<file path="src/hw/ppc_port_pin_config_regs.vh">
// Constants for the port pin configuration block: pin map, capability masks,
// reset values and redirection bit positions.
// Assumes one flat pin vector: 0-6 port 0 (bits 1-7), 7-8 port 6,
// 9-15 port 12 (bits 1-7), 16 port 13 (bit 7).
`ifndef PPC_PORT_PIN_CONFIG_REGS_VH
`define PPC_PORT_PIN_CONFIG_REGS_VH

// ==========================================================================
// Pin vector layout
`define PPC_NPIN 17
`define PPC_IDX_P6_0 7
`define PPC_IDX_P6_1 8
`define PPC_IDX_P13_7 16

// ==========================================================================
// Capability masks, large variant (seven-bit port 0)
`define PPC_IMPL_LARGE 17'h11fff
`define PPC_DIR_LARGE 17'h001ff
`define PPC_PU_LARGE 17'h0007f
`define PPC_TTL_LARGE 17'h0004c
`define PPC_OD_LARGE 17'h0006e
`define PPC_ANA_LARGE 17'h0001c
`define PPC_INV_LARGE 17'h00000

// ==========================================================================
// Capability masks, small variant (four-bit port 0, port 12 upper bits)
`define PPC_IMPL_SMALL 17'h1fff4
`define PPC_DIR_SMALL 17'h0e1f4
`define PPC_PU_SMALL 17'h0e074
`define PPC_TTL_SMALL 17'h00040
`define PPC_OD_SMALL 17'h00060
`define PPC_ANA_SMALL 17'h00014
`define PPC_INV_SMALL 17'h0e060

// ==========================================================================
// Pins driven as open-drain only (port 6)
`define PPC_FORCE_OD 17'h00180

// ==========================================================================
// Reset values of the configuration registers
`define PPC_RST_DIR 17'h00000
`define PPC_RST_PU 17'h00000
`define PPC_RST_TTL 17'h00000
`define PPC_RST_OD 17'h00000
`define PPC_RST_PORT_OUT 17'h00000
`define PPC_RST_REDIR 8'h00

// ==========================================================================
// Redirection: register k, bit 0 moves function k to its alternative pin
`define PPC_REDIR_SEL_BIT 0
`define PPC_TMR0_DFLT_PIN 5'h04
`define PPC_TMR0_ALT_PIN 5'h0d
`define PPC_TMR1_DFLT_PIN 5'h06
`define PPC_TMR1_ALT_PIN 5'h0e
`define PPC_IRQ3_ALT_PIN 7
`define PPC_IRQ4_ALT_PIN 8

`endif

</file>
<file path="src/hw/ppc_pin_cell.v">
// One pad's configuration logic: drive, open-drain, pull-up, TTL, analog.
// Assumes the pad input is already synchronised to i_mclk.
`timescale 1ns/1ps

module ppc_pin_cell #(
   parameter IMPL = 1,
   parameter HAS_DIR = 1,
   parameter HAS_PU = 1,
   parameter HAS_TTL = 0,
   parameter HAS_OD = 0,
   parameter FORCE_OD = 0,
   parameter HAS_ANA = 0
) (
   // Clock and reset
   input wire i_mclk,
   input wire i_rst_n,
   // Configuration
   input wire i_dir_out,
   input wire i_pu,
   input wire i_ttl,
   input wire i_od,
   input wire i_ana,
   input wire i_dig_en,
   // Output data
   input wire i_port_data,
   input wire i_alt_en,
   input wire i_alt_data,
   // Pad side
   input wire i_pad_in,
   output reg o_pad_out,
   output reg o_pad_oe,
   output reg o_pu_en,
   output reg o_ttl_sel,
   output reg o_ana_sel,
   output reg o_seg_en,
   output reg o_din
);

   wire dig_ok;
   wire drive_on;
   wire is_od;
   wire val;

   // ==========================================================================
   // Digital path gating
   // analog blocks digital
   assign dig_ok = (IMPL != 0) && i_dig_en && !((HAS_ANA != 0) && i_ana);
   assign drive_on = (HAS_DIR != 0) && i_dir_out && dig_ok;
   assign is_od = (FORCE_OD != 0) || ((HAS_OD != 0) && i_od);
   assign val = i_alt_en ? i_alt_data : i_port_data;

   // ==========================================================================
   // Registered pad controls
   always @(posedge i_mclk or negedge i_rst_n) begin
      if (!i_rst_n) begin
         o_pad_out <= 1'b0;
         o_pad_oe <= 1'b0;
         o_pu_en <= 1'b0;
         o_ttl_sel <= 1'b0;
         o_ana_sel <= 1'b0;
         o_seg_en <= 1'b0;
         o_din <= 1'b0;
      end else begin
         o_pad_out <= val && !is_od;
         o_pad_oe <= drive_on && (!is_od || !val);
         o_pu_en <= (HAS_PU != 0) && i_pu && !drive_on && dig_ok;
         o_ttl_sel <= (HAS_TTL != 0) && i_ttl && dig_ok;
         o_ana_sel <= (IMPL != 0) && (HAS_ANA != 0) && i_ana;
         o_seg_en <= (IMPL != 0) && i_dig_en && !((HAS_ANA != 0) && i_ana);
         o_din <= dig_ok && i_pad_in;
      end
   end

endmodule

</file>
<file path="src/hw/ppc_port_pin_config.v">
// Top of the port pin configuration block: configuration registers,
// redirection of alternate functions, input synchronisers, pin cells.
// Assumes pads resolve level from out/oe/pull-up and software writes via strobes.
`timescale 1ns/1ps
`include "ppc_port_pin_config_regs.vh"

// What this block does
// - Every output-capable pin bit has its own direction setting, independent of neighbours.
// - Per-pin pull-up acts only in input mode, off while driving.
// - Capable input pins can switch to a TTL-threshold input buffer.
// - Capable output pins can become open-drain, never driving high.
// - Both port 6 pins are always open-drain, no pull-up control.
// - Analog select bit per pin blocks digital input and output.
// - Pins reset invalid keep output, input and segment disabled until enabled.
// - Four redirection registers move alternate functions to alternative pins.
// - Small variant port 12: three I/O bits with pull-up, four input-only.
// - Port 13 is one input-only bit feeding external interrupt 0.
// - Port 0 has four bits, two analog (small) or seven, three analog.
module ppc_port_pin_config #(
   parameter SMALL_VARIANT = 1
) (
   // Clock and reset
   input wire i_mclk,
   input wire i_rstn,
   // Configuration writes, one strobe per register
   input wire i_dir_we,
   input wire [16:0] i_dir,
   input wire i_pu_we,
   input wire [16:0] i_pu,
   input wire i_ttl_we,
   input wire [16:0] i_ttl,
   input wire i_od_we,
   input wire [16:0] i_od,
   input wire i_ana_we,
   input wire [16:0] i_ana,
   input wire i_dig_en_we,
   input wire [16:0] i_dig_en,
   input wire i_port_out_we,
   input wire [16:0] i_port_out,
   input wire [3:0] i_redir_we,
   input wire [7:0] i_redir,
   // Peripheral side
   input wire [1:0] i_tmr_en,
   input wire [1:0] i_tmr_out,
   input wire [1:0] i_irq_dflt_pin,
   output reg [2:0] o_irq,
   // Pads
   input wire [16:0] i_pad_in,
   output wire [16:0] o_pad_out,
   output wire [16:0] o_pad_oe,
   output wire [16:0] o_pu_en,
   output wire [16:0] o_ttl_sel,
   output wire [16:0] o_ana_sel,
   output wire [16:0] o_seg_en,
   // Readback
   output wire [16:0] o_port_in,
   output wire [16:0] o_dir,
   output wire [16:0] o_pu,
   output wire [16:0] o_ttl,
   output wire [16:0] o_od,
   output wire [16:0] o_ana,
   output wire [16:0] o_dig_en,
   output wire [31:0] o_redir
);

   // ==========================================================================
   // Variant capabilities
   // port 0 width and analog bits
   localparam [16:0] IMPL = SMALL_VARIANT ? `PPC_IMPL_SMALL : `PPC_IMPL_LARGE;
   localparam [16:0] DIRM = SMALL_VARIANT ? `PPC_DIR_SMALL : `PPC_DIR_LARGE;
   localparam [16:0] PUM = SMALL_VARIANT ? `PPC_PU_SMALL : `PPC_PU_LARGE;
   localparam [16:0] TTLM = SMALL_VARIANT ? `PPC_TTL_SMALL : `PPC_TTL_LARGE;
   localparam [16:0] ODM = SMALL_VARIANT ? `PPC_OD_SMALL : `PPC_OD_LARGE;
   localparam [16:0] ANAM = SMALL_VARIANT ? `PPC_ANA_SMALL : `PPC_ANA_LARGE;
   localparam [16:0] INVM = SMALL_VARIANT ? `PPC_INV_SMALL : `PPC_INV_LARGE;
   localparam [16:0] RST_ANA = ANAM;
   localparam [16:0] RST_DIG = IMPL & ~INVM;

   // ==========================================================================
   // Reset release and input synchronisers
   reg rst_s1_r;
   reg rst_n_r;
   reg [16:0] pad_s1_r;
   reg [16:0] pad_s2_r;
   reg [1:0] irq_s1_r;
   reg [1:0] irq_s2_r;

   always @(posedge i_mclk or negedge i_rstn) begin
      if (!i_rstn) begin
         rst_s1_r <= 1'b0;
         rst_n_r <= 1'b0;
      end else begin
         rst_s1_r <= 1'b1;
         rst_n_r <= rst_s1_r;
      end
   end

   always @(posedge i_mclk or negedge rst_n_r) begin
      if (!rst_n_r) begin
         pad_s1_r <= 17'h00000;
         pad_s2_r <= 17'h00000;
         irq_s1_r <= 2'h0;
         irq_s2_r <= 2'h0;
      end else begin
         pad_s1_r <= i_pad_in;
         pad_s2_r <= pad_s1_r;
         irq_s1_r <= i_irq_dflt_pin;
         irq_s2_r <= irq_s1_r;
      end
   end

   // ==========================================================================
   // Configuration registers
   reg [16:0] dir_r;
   reg [16:0] pu_r;
   reg [16:0] ttl_r;
   reg [16:0] od_r;
   reg [16:0] ana_r;
   reg [16:0] dig_en_r;
   reg [16:0] port_out_r;
   reg [7:0] redir_r [0:3];
   integer k;

   always @(posedge i_mclk or negedge rst_n_r) begin
      if (!rst_n_r) begin
         dir_r <= `PPC_RST_DIR;
         pu_r <= `PPC_RST_PU;
         ttl_r <= `PPC_RST_TTL;
         od_r <= `PPC_RST_OD;
         ana_r <= RST_ANA;
         dig_en_r <= RST_DIG;
         port_out_r <= `PPC_RST_PORT_OUT;
         for (k = 0; k < 4; k = k + 1) begin
            redir_r[k] <= `PPC_RST_REDIR;
         end
      end else begin
         if (i_dir_we) begin
            dir_r <= i_dir & DIRM;
         end
         // no pull-up bit for port 6
         if (i_pu_we) begin
            pu_r <= i_pu & PUM;
         end
         if (i_ttl_we) begin
            ttl_r <= i_ttl & TTLM;
         end
         if (i_od_we) begin
            od_r <= i_od & ODM;
         end
         if (i_ana_we) begin
            ana_r <= i_ana & ANAM;
         end
         if (i_dig_en_we) begin
            dig_en_r <= i_dig_en & IMPL;
         end
         if (i_port_out_we) begin
            port_out_r <= i_port_out & DIRM;
         end
         for (k = 0; k < 4; k = k + 1) begin
            if (i_redir_we[k]) begin
               redir_r[k] <= i_redir;
            end
         end
      end
   end

   // ==========================================================================
   // Alternate function routing
   wire [4:0] tmr0_pin;
   wire [4:0] tmr1_pin;
   wire [16:0] alt_en;
   wire [16:0] alt_data;
   wire [16:0] din;

   assign tmr0_pin = redir_r[0][`PPC_REDIR_SEL_BIT] ? `PPC_TMR0_ALT_PIN : `PPC_TMR0_DFLT_PIN;
   assign tmr1_pin = redir_r[1][`PPC_REDIR_SEL_BIT] ? `PPC_TMR1_ALT_PIN : `PPC_TMR1_DFLT_PIN;

   always @(posedge i_mclk or negedge rst_n_r) begin
      if (!rst_n_r) begin
         o_irq <= 3'h0;
      end else begin
         o_irq[0] <= din[`PPC_IDX_P13_7];
         // interrupt inputs moved to port 6
         o_irq[1] <= redir_r[2][`PPC_REDIR_SEL_BIT] ? din[`PPC_IRQ3_ALT_PIN] : irq_s2_r[0];
         o_irq[2] <= redir_r[3][`PPC_REDIR_SEL_BIT] ? din[`PPC_IRQ4_ALT_PIN] : irq_s2_r[1];
      end
   end

   // ==========================================================================
   // Pin cells
   genvar g;
   generate
      for (g = 0; g < `PPC_NPIN; g = g + 1) begin : g_pin
         assign alt_en[g] = (i_tmr_en[0] && (tmr0_pin == g)) ||
                            (i_tmr_en[1] && (tmr1_pin == g));
         assign alt_data[g] = (i_tmr_en[0] && (tmr0_pin == g)) ? i_tmr_out[0] : i_tmr_out[1];
         ppc_pin_cell #(
            .IMPL(IMPL[g]),
            .HAS_DIR(DIRM[g]),
            .HAS_PU(PUM[g]),
            .HAS_TTL(TTLM[g]),
            .HAS_OD(ODM[g]),
            .FORCE_OD(`PPC_FORCE_OD >> g & 1),
            .HAS_ANA(ANAM[g])
         ) u_cell (
            .i_mclk(i_mclk),
            .i_rst_n(rst_n_r),
            .i_dir_out(dir_r[g]),
            .i_pu(pu_r[g]),
            .i_ttl(ttl_r[g]),
            .i_od(od_r[g]),
            .i_ana(ana_r[g]),
            .i_dig_en(dig_en_r[g]),
            .i_port_data(port_out_r[g]),
            .i_alt_en(alt_en[g]),
            .i_alt_data(alt_data[g]),
            .i_pad_in(pad_s2_r[g]),
            .o_pad_out(o_pad_out[g]),
            .o_pad_oe(o_pad_oe[g]),
            .o_pu_en(o_pu_en[g]),
            .o_ttl_sel(o_ttl_sel[g]),
            .o_ana_sel(o_ana_sel[g]),
            .o_seg_en(o_seg_en[g]),
            .o_din(din[g])
         );
      end
   endgenerate

   // ==========================================================================
   // Readback
   assign o_port_in = din;
   assign o_dir = dir_r;
   assign o_pu = pu_r;
   assign o_ttl = ttl_r;
   assign o_od = od_r;
   assign o_ana = ana_r;
   assign o_dig_en = dig_en_r;
   assign o_redir = {redir_r[3], redir_r[2], redir_r[1], redir_r[0]};

endmodule

</file>
<file path="config.mk">
export PLATFORM = sky130hd
export DESIGN_NAME = ppc_port_pin_config
export DESIGN_NICKNAME = d
export VERILOG_FILES = /design/src/hw/ppc_pin_cell.v /design/src/hw/ppc_port_pin_config.v
export VERILOG_INCLUDE_DIRS = /design/src /design/src/hw
export SDC_FILE = /design/constraint.sdc
export NUM_CORES = 1
export LEC_CHECK = 0
export BUFFER_PORTS_ARGS = -buffer_cell sky130_fd_sc_hd__buf_2
export CORE_MARGIN = 8
export CORE_UTILIZATION = 30
export CTS_CLUSTER_SIZE = 16
export DETAILED_ROUTE_END_ITERATION = 12
export SKIP_CTS_REPAIR_TIMING = 1
export SLEW_MARGIN = 20
export SYNTH_ARGS = -nofsm -noshare
export SYNTH_HDL_FRONTEND = slang
export SYNTH_SLANG_ARGS = --single-unit
</file>
<file path="constraint.sdc">
create_clock -name i_mclk -period 9.3 [get_ports i_mclk]
set_clock_uncertainty 0.15 [all_clocks]
set_input_delay 0.93 -clock i_mclk [delete_from_list [all_inputs] [get_ports i_mclk]]
set_output_delay 0.93 -clock i_mclk [all_outputs]
set_load 0.01 [all_outputs]
</file>
==> results of run 1 <==
==> metal layers <==
layer | GRT usage (%) | routed length (um)
met5 | 0 | 39
met4 | 3.12 | 142
met3 | 4.95 | 1690
met2 | 17.8 | 7820
met1 | 11.0 | 5580
==> area by class of cell <==
cell class	count	area, um2	share of cell area, %
timing repair buffer	210	1060	13.3
multi-input combinational	260	1680	21.1
sequential	167	4200	52.8
clock inverter	14	180	2.27
clock buffer	18	439	5.52
tap	319	399	5.02
inverter	1	3.75	0.0472
==> cell families (layout without fill, tap and decap cells) <==
family          Yosys count  after routing  share of synthesized area (%)
compound gates            3              3                          0.282
simple gates             43             43                           3.51
other cells               2            133                          0.106
mux                      81             81                           12.8
buf+inv                 230            243                           24.1
flops                   167            167                           59.1
==> registers in the layout, indices dropped and copies added, names as in the netlist, 3 cells and up <==
name / cells
o_redir: 32
g_pin.u_cell.o_din: 14
pad_s1_r: 14
g_pin.u_cell.o_seg_en: 14
o_irq: 3
port_out_r: 9
g_pin.u_cell.o_pu_en: 7
g_pin.u_cell.o_pad_out: 7
pad_s2_r: 14
o_dig_en: 14
g_pin.u_cell.o_pad_oe: 9
o_pu: 7
o_dir: 9
==> synthesized netlist by cell type <==
cell type,instances,area share [%]
buf_4,221,23
a21oi_1,1,0.071
nand2b_1,1,0.088
conb_1,2,0.11
and2_1,20,1.8
o21ai_0,1,0.071
buf_2,7,0.49
mux2i_1,1,0.14
inv_1,1,0.053
mux2_2,80,13
nand2_1,8,0.42
dfrtp_1,156,55
dfstp_2,11,4.1
o211a_1,1,0.14
and3b_1,5,0.62
buf_6,1,0.16
nor2_1,5,0.26
nor2b_1,4,0.35
==> power groups by stage <==
stage | clock, mW | sequential, mW | combinational, mW
3_3_place_gp | 0 | 0.838 | 0.205
3_5_place_dp | 0 | 0.841 | 0.207
6_report | 0.738 | 0.825 | 0.204
2_1_floorplan | 0 | 0.848 | 0.188
4_1_cts | 0.762 | 0.827 | 0.207
5_1_grt | 0.794 | 0.835 | 0.224
==> worst reg2reg max path, stage by stage (launching register included) <==
cell and delay [ps]:
dfrtp_4 610, buf_4 750, buf_4 900
==> worst max-delay path by stage <==
stage,from,to,depth (start not counted),slack [ps]
floorplan,rst_n_r$_DFF_PN0_,g_pin[10].u_cell.o_din$_DFF_PN0_,0,4170
global placement,rst_n_r$_DFF_PN0_,g_pin[10].u_cell.o_seg_en$_DFF_PN0_,2,6680
detailed placement,rst_n_r$_DFF_PN0_,o_dir[5]$_DFFE_PN0P_,2,6680
CTS,rst_n_r$_DFF_PN0_,o_dir[15]$_DFFE_PN0P_,2,6660
global route,rst_n_r$_DFF_PN0_,o_dir[14]$_DFFE_PN0P_,2,6390
finish,rst_n_r$_DFF_PN0_,g_pin[14].u_cell.o_din$_DFF_PN0_,2,6820
==> results_dict.tcl, run 1 <==
set metrics [dict create \
    status "finished, final reports clean" \
    grt_pass1_vias 3780 \
    grtUsageTotal_pct 10.3 \
    final.min_clock_period_ps 2480 \
    final_cells 989 \
    dpl_cell_area_um2 7330 \
    ys_ff_latch 167 \
    timing.rr.start "rst_n_r$_DFF_PN0_" \
    worst_path_max_delay_cell "buf_4" \
    worst_setup_path_end_kind "async pin" \
    cts_made_buffers 17 \
    rsz0062_at_grt "no" \
    ys_warn_count 0 \
    die_area_um2 28800 \
    timing.hold.ws_ps 62.5 \
    ys_seq_area_share_pct 59.1 \
    maxCapViolations 0 \
    setup_tns_ps 0 \
    slowest_delay_ps 870 \
    finalCritPeriodShare_pct 26.6 \
    criticalPathCategory "reg -> async" \
    crit_chain "buf_4 -> buf_4" \
    critical_path_arrival_ps 2730 \
    overflow 0 \
    power_mw 1.77 \
    maxSlewViolCount 0 \
    worstReg2RegEnd "g_pin[14].u_cell.o_din$_DFF_PN0_" \
    cts.sinks 167 \
    drtPass1Iterations 4 \
    wl_per_cell_um 15.4 \
    io_buffers 208 \
    crit_family "buffers and inverters" \
    grt_max_degree 79 \
    drtAntennaViolNets 0 \
    die-width_um 170 \
    gp_congestion 0.706 \
    die_h_um 170 \
    hold_viol 0 \
    relSlewSlack_pct 35.3 \
    seqPwrFrac_pct 46.7 \
    antenna_found_initial 3 \
    p_int_mw 1.29 \
    core_um2 23300 \
    layout.nets 820 \
    layout-drive-gt1-share_pct 49.9 \
    cts_root_buf "clkbuf_16" \
    viasPerCell 3.61 \
    irDropWorstVdd_mv 0.0977 \
    cts_tree "done" \
    clock_latency_ps 410 \
    worstPathMaxFanout 78 \
    cts.reportedPaths.clkPinSlew_ps 70 \
    grt_pass1_wl_um 22700 \
    area_growth_pct 12.2 \
    dp_hpwl_um 11800 \
    post-place-ws_ps 6680 \
    finalWorstSetupSlack_ps 6820 \
    syn_area_per_cell_um2 13.5 \
    vias 3573 \
    setup_viol_count_final 0 \
    final_common_cell "buf_2" \
    place_inst 957 \
    ff2ff_path_depth 2 \
    diodes 0 \
    p_per_area_nw_per_um2 222 \
    drt_iter0_drc 146 \
    required_ps 9550 \
    power_frac_comb_pct 11.6 \
    power.switching_mw 0.472 \
    fmax_ghz 0.404 \
    start_util_pct 30.4 \
    synth_area_um2 7090 \
    fill_cells 2361 \
    clockPowerShare_pct 41.7 \
    netSwitchingFraction_pct 26.7 \
    fin_area_um2 7950 \
    rrSetupSlack_ps 6820 \
    hold_class "reg -> async" \
    worst_slew_pin_slew_ps 970 \
    htree_levels 4 \
    rows 56 \
    crit_top_cell "buf_4" \
    synth_cell_types 18 \
    final_core_utilization_pct 34.1 \
    io_pins 419 \
    start_kind "flop" \
    drc 0 \
    mostFrequentLayoutCells "buf_2, dfrtp_1, conb_1" \
    totalWireLength_um 15300 \
    max-clock-path-buffers 2 \
    critPathBufInv 2 \
    netlist_instances 526 \
    p_leak_nw 4.06 \
]
No activity file was read; power rests on OpenSTA's default activity.
==> inputs of run 2 (changes only) <==
==> constraint.sdc (replaced) <==
create_clock -name i_mclk -period 2.03 [get_ports i_mclk]
set_clock_uncertainty 0.15 [all_clocks]
set_input_delay 0.203 -clock i_mclk [delete_from_list [all_inputs] [get_ports i_mclk]]
set_output_delay 0.203 -clock i_mclk [all_outputs]
set_load 0.01 [all_outputs]
==> run 2 against run 1 <==
Effect of this change:
- clock power rose to 4.4 times the previous value
- setup slack got worse by 6400 ps
- core utilization rose by 3.5 points
- flip-flop and latch count did not move
- final cell count rose by 8.2%
- worst hold slack improved by 2.8 ps
- highest routed layer is now met4
- maximum frequency rose by 54%
- register-to-register slack got worse by 6400 ps
- critical path depth rose by 1
- largest power group unchanged
- via count rose by 8.3%
==> results_dict.tcl, run 2 (synthesis gave the netlist of run 1 again) <==
set metrics [dict create \
    fmax_ghz 0.622 \
    rows 56 \
    post-place-ws_ps 713 \
    status "finished, final reports clean" \
    maxSlewViolCount 0 \
    grt_pass1_wl_um 22900 \
    timing.rr.start "o_redir[8]$_DFFE_PN0P_" \
    cp_num_cells 3 \
    final.min_clock_period_ps 1610 \
    place_inst 959 \
    rrSetupSlack_ps 420 \
    die-width_um 170 \
    fin_area_um2 8770 \
    die_area_um2 28800 \
    drtPass1Iterations 4 \
    wl_per_cell_um 15.2 \
    mostFrequentLayoutCells "buf_2, dfrtp_1, conb_1" \
    drt_iter0_drc 134 \
    p_leak_nw 4.40 \
    cts_made_buffers 17 \
    finalCritPeriodShare_pct 79.3 \
    worst_setup_path_end_kind "flop" \
    dp_hpwl_um 12100 \
    layout-drive-gt1-share_pct 44.7 \
    p_per_area_nw_per_um2 928 \
    area_growth_pct 23.7 \
    final_core_utilization_pct 37.6 \
    final_cells 1070 \
    worstPathMaxFanout 4 \
    setup_viol_count_final 0 \
    start_kind "flop" \
    viasPerCell 3.62 \
    final_common_cell "buf_2" \
    cts.reportedPaths.clkPinSlew_ps 70 \
    io_pins 419 \
    critPathBufInv 1 \
    worstReg2RegEnd "g_pin[14].u_cell.o_pad_out$_DFF_PN0_" \
    cts.sinks 167 \
    largest_reg_flops 32 \
    vias 3870 \
    maxCapViolations 0 \
    core_um2 23300 \
    dpl_cell_area_um2 7370 \
    antenna_found_initial 0 \
    ff2ff_path_depth 3 \
    max-clock-path-buffers 2 \
    crit_start "o_redir[8]$_DFFE_PN0P_" \
    diodes 0 \
    gp_congestion 0.719 \
    rsz0062_at_grt "no" \
    hold_class "in -> reg" \
    grt_pass1_vias 3750 \
    clock_latency_ps 410 \
    hold_viol 0 \
    min_from "i_redir_we[0]" \
    cts_tree "done" \
    required_ps 2170 \
    worst_path_max_delay_cell "dlygate4sd3_1" \
    io_buffers 208 \
    timing.hold.ws_ps 65.3 \
    htree_levels 4 \
    layout.nets 901 \
    crit_chain "nand2_1 -> mux2_2 -> dlygate4sd3_1" \
    totalWireLength_um 16300 \
    die_h_um 170 \
    drtAntennaViolNets 0 \
    fill_cells 2266 \
    finalWorstSetupSlack_ps 421 \
    slowest_delay_ps 550 \
    setup_tns_ps 0 \
    drc 0 \
    critical_path_arrival_ps 1750 \
    overflow 0 \
    grtUsageTotal_pct 10.4 \
    irDropWorstVdd_mv 0.624 \
    grt_max_degree 65 \
    criticalPathCategory "reg -> reg" \
    crit_family "buffers and inverters" \
    cts_root_buf "clkbuf_16" \
    start_util_pct 30.4 \
    crit_end "g_pin[14].u_cell.o_pad_out$_DFF_PN0_" \
    power_mw 8.14 \
]
[run 2: per-layer routing]
layer	part of all wire, %	GRT usage, %	vias to the layer above	routed length [um]
met4	1.4	3.19	0	228
met2	52	17.9	174	8450
met1	37	11.3	1919	5990
met5	0	0	-	0
li1	-	-	1762	-
met3	10	4.82	15	1640
[run 2: cell type report]
cell class	count	area (um2)	share of cell area, %
Clock buffer	17	425	4.85
Multi-Input combinational cell	260	1680	19.1
Clock inverter	15	179	2.04
Timing Repair Buffer	291	1890	21.5
Inverter	1	3.75	0.0428
Tap cell	319	399	4.55
Sequential cell	167	4200	47.9
[run 2: worst min-delay path by stage]
stage,cells after the start,slack (ps),end
finish,2,70,o_redir[1]$_DFFE_PN0P_
global route,2,50,o_pu[5]$_DFFE_PN0P_
CTS,1,-620,rst_n_r$_DFF_PN0_
detailed placement,1,-160,rst_s1_r$_DFF_PN0_
global placement,1,-160,rst_s1_r$_DFF_PN0_
floorplan,0,-240,rst_s1_r$_DFF_PN0_
[run 2: power breakdown]
part | leakage [nW] | internal, mW | switching [mW] | total, mW
combinational | 2.12 | 0.506 | 0.576 | 1.08
sequential | 1.99 | 3.63 | 0.161 | 3.79
clock | 0.291 | 1.77 | 1.50 | 3.27
==> inputs of run 3 (changes only) <==
--- a/config.mk
+++ b/config.mk
@@ -6,6 +6,7 @@
 export SDC_FILE = /design/constraint.sdc
 export NUM_CORES = 1
 export LEC_CHECK = 0
+export ABC_AREA = 1
 export BUFFER_PORTS_ARGS = -buffer_cell sky130_fd_sc_hd__buf_2
 export CORE_MARGIN = 8
 export CORE_UTILIZATION = 30
==> constraint.sdc (replaced) <==
create_clock -name i_mclk -period 1.55 [get_ports i_mclk]
set_clock_uncertainty 0.15 [all_clocks]
set_input_delay 0.155 -clock i_mclk [delete_from_list [all_inputs] [get_ports i_mclk]]
set_output_delay 0.155 -clock i_mclk [all_outputs]
set_load 0.01 [all_outputs]
==> run 3 against run 2 <==
Effect of this change:
- the flow now finishes with violations (negative hold slack)
- count of clock-buffer cells in the layout is the same
- power is 30% higher
- area after synthesis grew 1.0%
- register-to-register slack got worse by 380 ps
- worst hold slack lost 110 ps
- flip-flop and latch count stayed put
- critical path depth is 1 higher
- critical endpoint is now o_od[6]$_DFFE_PN0P_
- routed wire length is 4.7% higher
- final cell count is 8.4% higher
- synthesized cell count is 15% higher
==> results_dict.tcl, run 3 <==
set metrics [dict create \
    layout.nets 990 \
    synth_top_cell_area_share_pct 54.5 \
    final_common_cell "buf_2" \
    finalCritPeriodShare_pct 99.7 \
    ys_seq_area_share_pct 58.5 \
    drc 0 \
    mostFrequentLayoutCells "buf_2, dfrtp_1, conb_1" \
    hold_class "in -> reg" \
    start_kind "input pin" \
    drtAntennaViolNets 0 \
    synth_xor_area_share_pct 0 \
    io_pins 419 \
    syn_area_per_cell_um2 11.9 \
    cts_made_buffers 17 \
    synthSimpleGateAreaFrac_pct 4.05 \
    grt_max_degree 28 \
    grt_pass1_vias 4180 \
    layout-drive-gt1-share_pct 37.3 \
    synth_edf_count 0 \
    ys_warn_count 0 \
    synthTopCellsByArea "dfrtp_1, buf_4, mux2_2" \
    setup_viol_count_final 0 \
    clock_latency_ps 420 \
    synth_flop_cell "dfrtp_1" \
    async_flop_share_pct 100 \
    htree_levels 4 \
    synth_common_cells "buf_4, dfrtp_1, nand2_1, inv_1, mux2_2" \
    vias 4174 \
    place_inst 1044 \
    netlist_instances 604 \
    wl_per_cell_um 14.7 \
    synth_top_family_by_area "buffers and inverters" \
    rows 56 \
    hold_viol 7 \
    final_core_utilization_pct 38.2 \
    final.min_clock_period_ps 1550 \
    required_ps 1690 \
    largest_reg_flops 32 \
    p_per_area_nw_per_um2 1180 \
    status "finished, violations left" \
    grt_pass1_wl_um 24400 \
    fill_cells 2340 \
    maxCapViolations 0 \
    antenna_found_initial 1 \
    final_cells 1160 \
    critical_path_arrival_ps 1690 \
    irDropWorstVdd_mv 0.656 \
    overflow 0 \
    max-clock-path-buffers 2 \
    worstPathMaxFanout 2 \
    gp_congestion 0.717 \
    grtUsageTotal_pct 11.1 \
    p_leak_nw 4.73 \
    timing.hold.ws_ps -40.0 \
    cts_root_buf "clkbuf_16" \
    die-width_um 171 \
    yosys.cell_count.top_type "buf_4" \
    synth_fa_ha_area_share_pct 0 \
    drtPass1Iterations 4 \
    die_area_um2 29100 \
    violations "negative hold slack" \
    cts.reportedPaths.clkPinSlew_ps 70 \
    criticalPathCategory "in -> reg" \
    min_delay_path_depth 3 \
    viasPerCell 3.60 \
    die_h_um 171 \
    io_buffers 208 \
    area_growth_pct 25.0 \
    core_um2 23500 \
    synth_compound_area_share_pct 2.43 \
    cts.sinks 167 \
    fmax_ghz 0.647 \
    drt_iter0_drc 140 \
    maxSlewViolCount 0 \
    start_util_pct 30.5 \
    synth_area_um2 7160 \
    worst_setup_path_end_kind "flop" \
    dp_hpwl_um 12800 \
    synth_cell_types 17 \
    synth_area_leader_cell "dfrtp_1" \
    ys_ff_latch 167 \
    muxShareOfSynthArea_pct 8.02 \
    cts_tree "done" \
    ff2ff_path_depth 2 \
    totalWireLength_um 17100 \
    setup_tns_ps 0 \
]
-- run 3: cell types whose count changed after synthesis, sizes merged, moves of 3 or more --
cell and delta:
a21oi +3, nor2b -4, and2 -20, o21ai +27, nand2 +50, mux2 -31
inv +47, nor3 +9, and3b -5
-- run 3: kinds of logic after synthesis --
logic type	after synthesis
buffers and inverters	278
flip-flops	167
other	2
AO/OA/AOI/OAI	34
AND/OR/NAND/NOR	74
multiplexers	49
-- run 3: power by group --
| part | leakage, nW | internal, mW | total [mW] | switching, mW |
|---|---|---|---|---|
| registers | 2.01 | 4.73 | 4.92 | 0.190 |
| clock network | 0.295 | 2.19 | 4.24 | 2.05 |
| logic | 2.43 | 0.633 | 1.42 | 0.788 |
-- run 3: area by class of cell --
cell class	instances	area [um2]	share of cell area (%)
flip-flops and latches	167	4200	46.9
repair buffers	303	2040	22.7
multi-input cells	290	1540	17.2
clock buffers	17	425	4.75
well taps	319	399	4.46
inverters	48	180	2.01
clock inverters	15	176	1.97
diodes	1	2.50	0.0279
-- run 3: worst max-delay path, cell delays in order --
cell and delay, ps:
dlygate4sd3_1 520, buf_2 130, mux2_2 330, dlygate4sd3_1 560
-- run 3: routing by layer --
layer / vias to the layer above / global-route usage [%] / share of wire (%) / routed length (um)
li1: 1972 / - / - / -
met1: 2008 / 12.0 / 37 / 6400
met2: 179 / 18.8 / 51 / 8760
met3: 13 / 5.62 / 10 / 1720
met4: 2 / 3.32 / 1.1 / 189
met5: - / 0 / 0.053 / 9
-- run 3: per-stage QoR --
step           instance area (um2)  setup WS, ps  total power, mW
6_report                      8950          4.35             10.6
4_1_cts                       8120          74.9             10.6
3_5_place_dp                  7520           442             6.27
3_3_place_gp                  7520           437             6.24
5_1_grt                       8950         -6.68             11.1
2_1_floorplan                 7660          -323             6.15
-- run 3: path summary, 6_finish.rpt --
path / end / slack [ps] / from
max: o_od[6]$_DFFE_PN0P_ / 4 / i_od_we
min: o_redir[24]$_DFFE_PN0P_ / -40 / i_redir_we[3]
max reg2reg: o_od[5]$_DFFE_PN0P_ / 40 / o_od[5]$_DFFE_PN0P_
min reg2reg: o_redir[13]$_DFFE_PN0P_ / 110 / rst_n_r$_DFF_PN0_
max in group asynchronous: o_dig_en[12]$_DFFE_PN1P_ / 570 / rst_n_r$_DFF_PN0_
min in group asynchronous: o_redir[13]$_DFFE_PN0P_ / 110 / rst_n_r$_DFF_PN0_
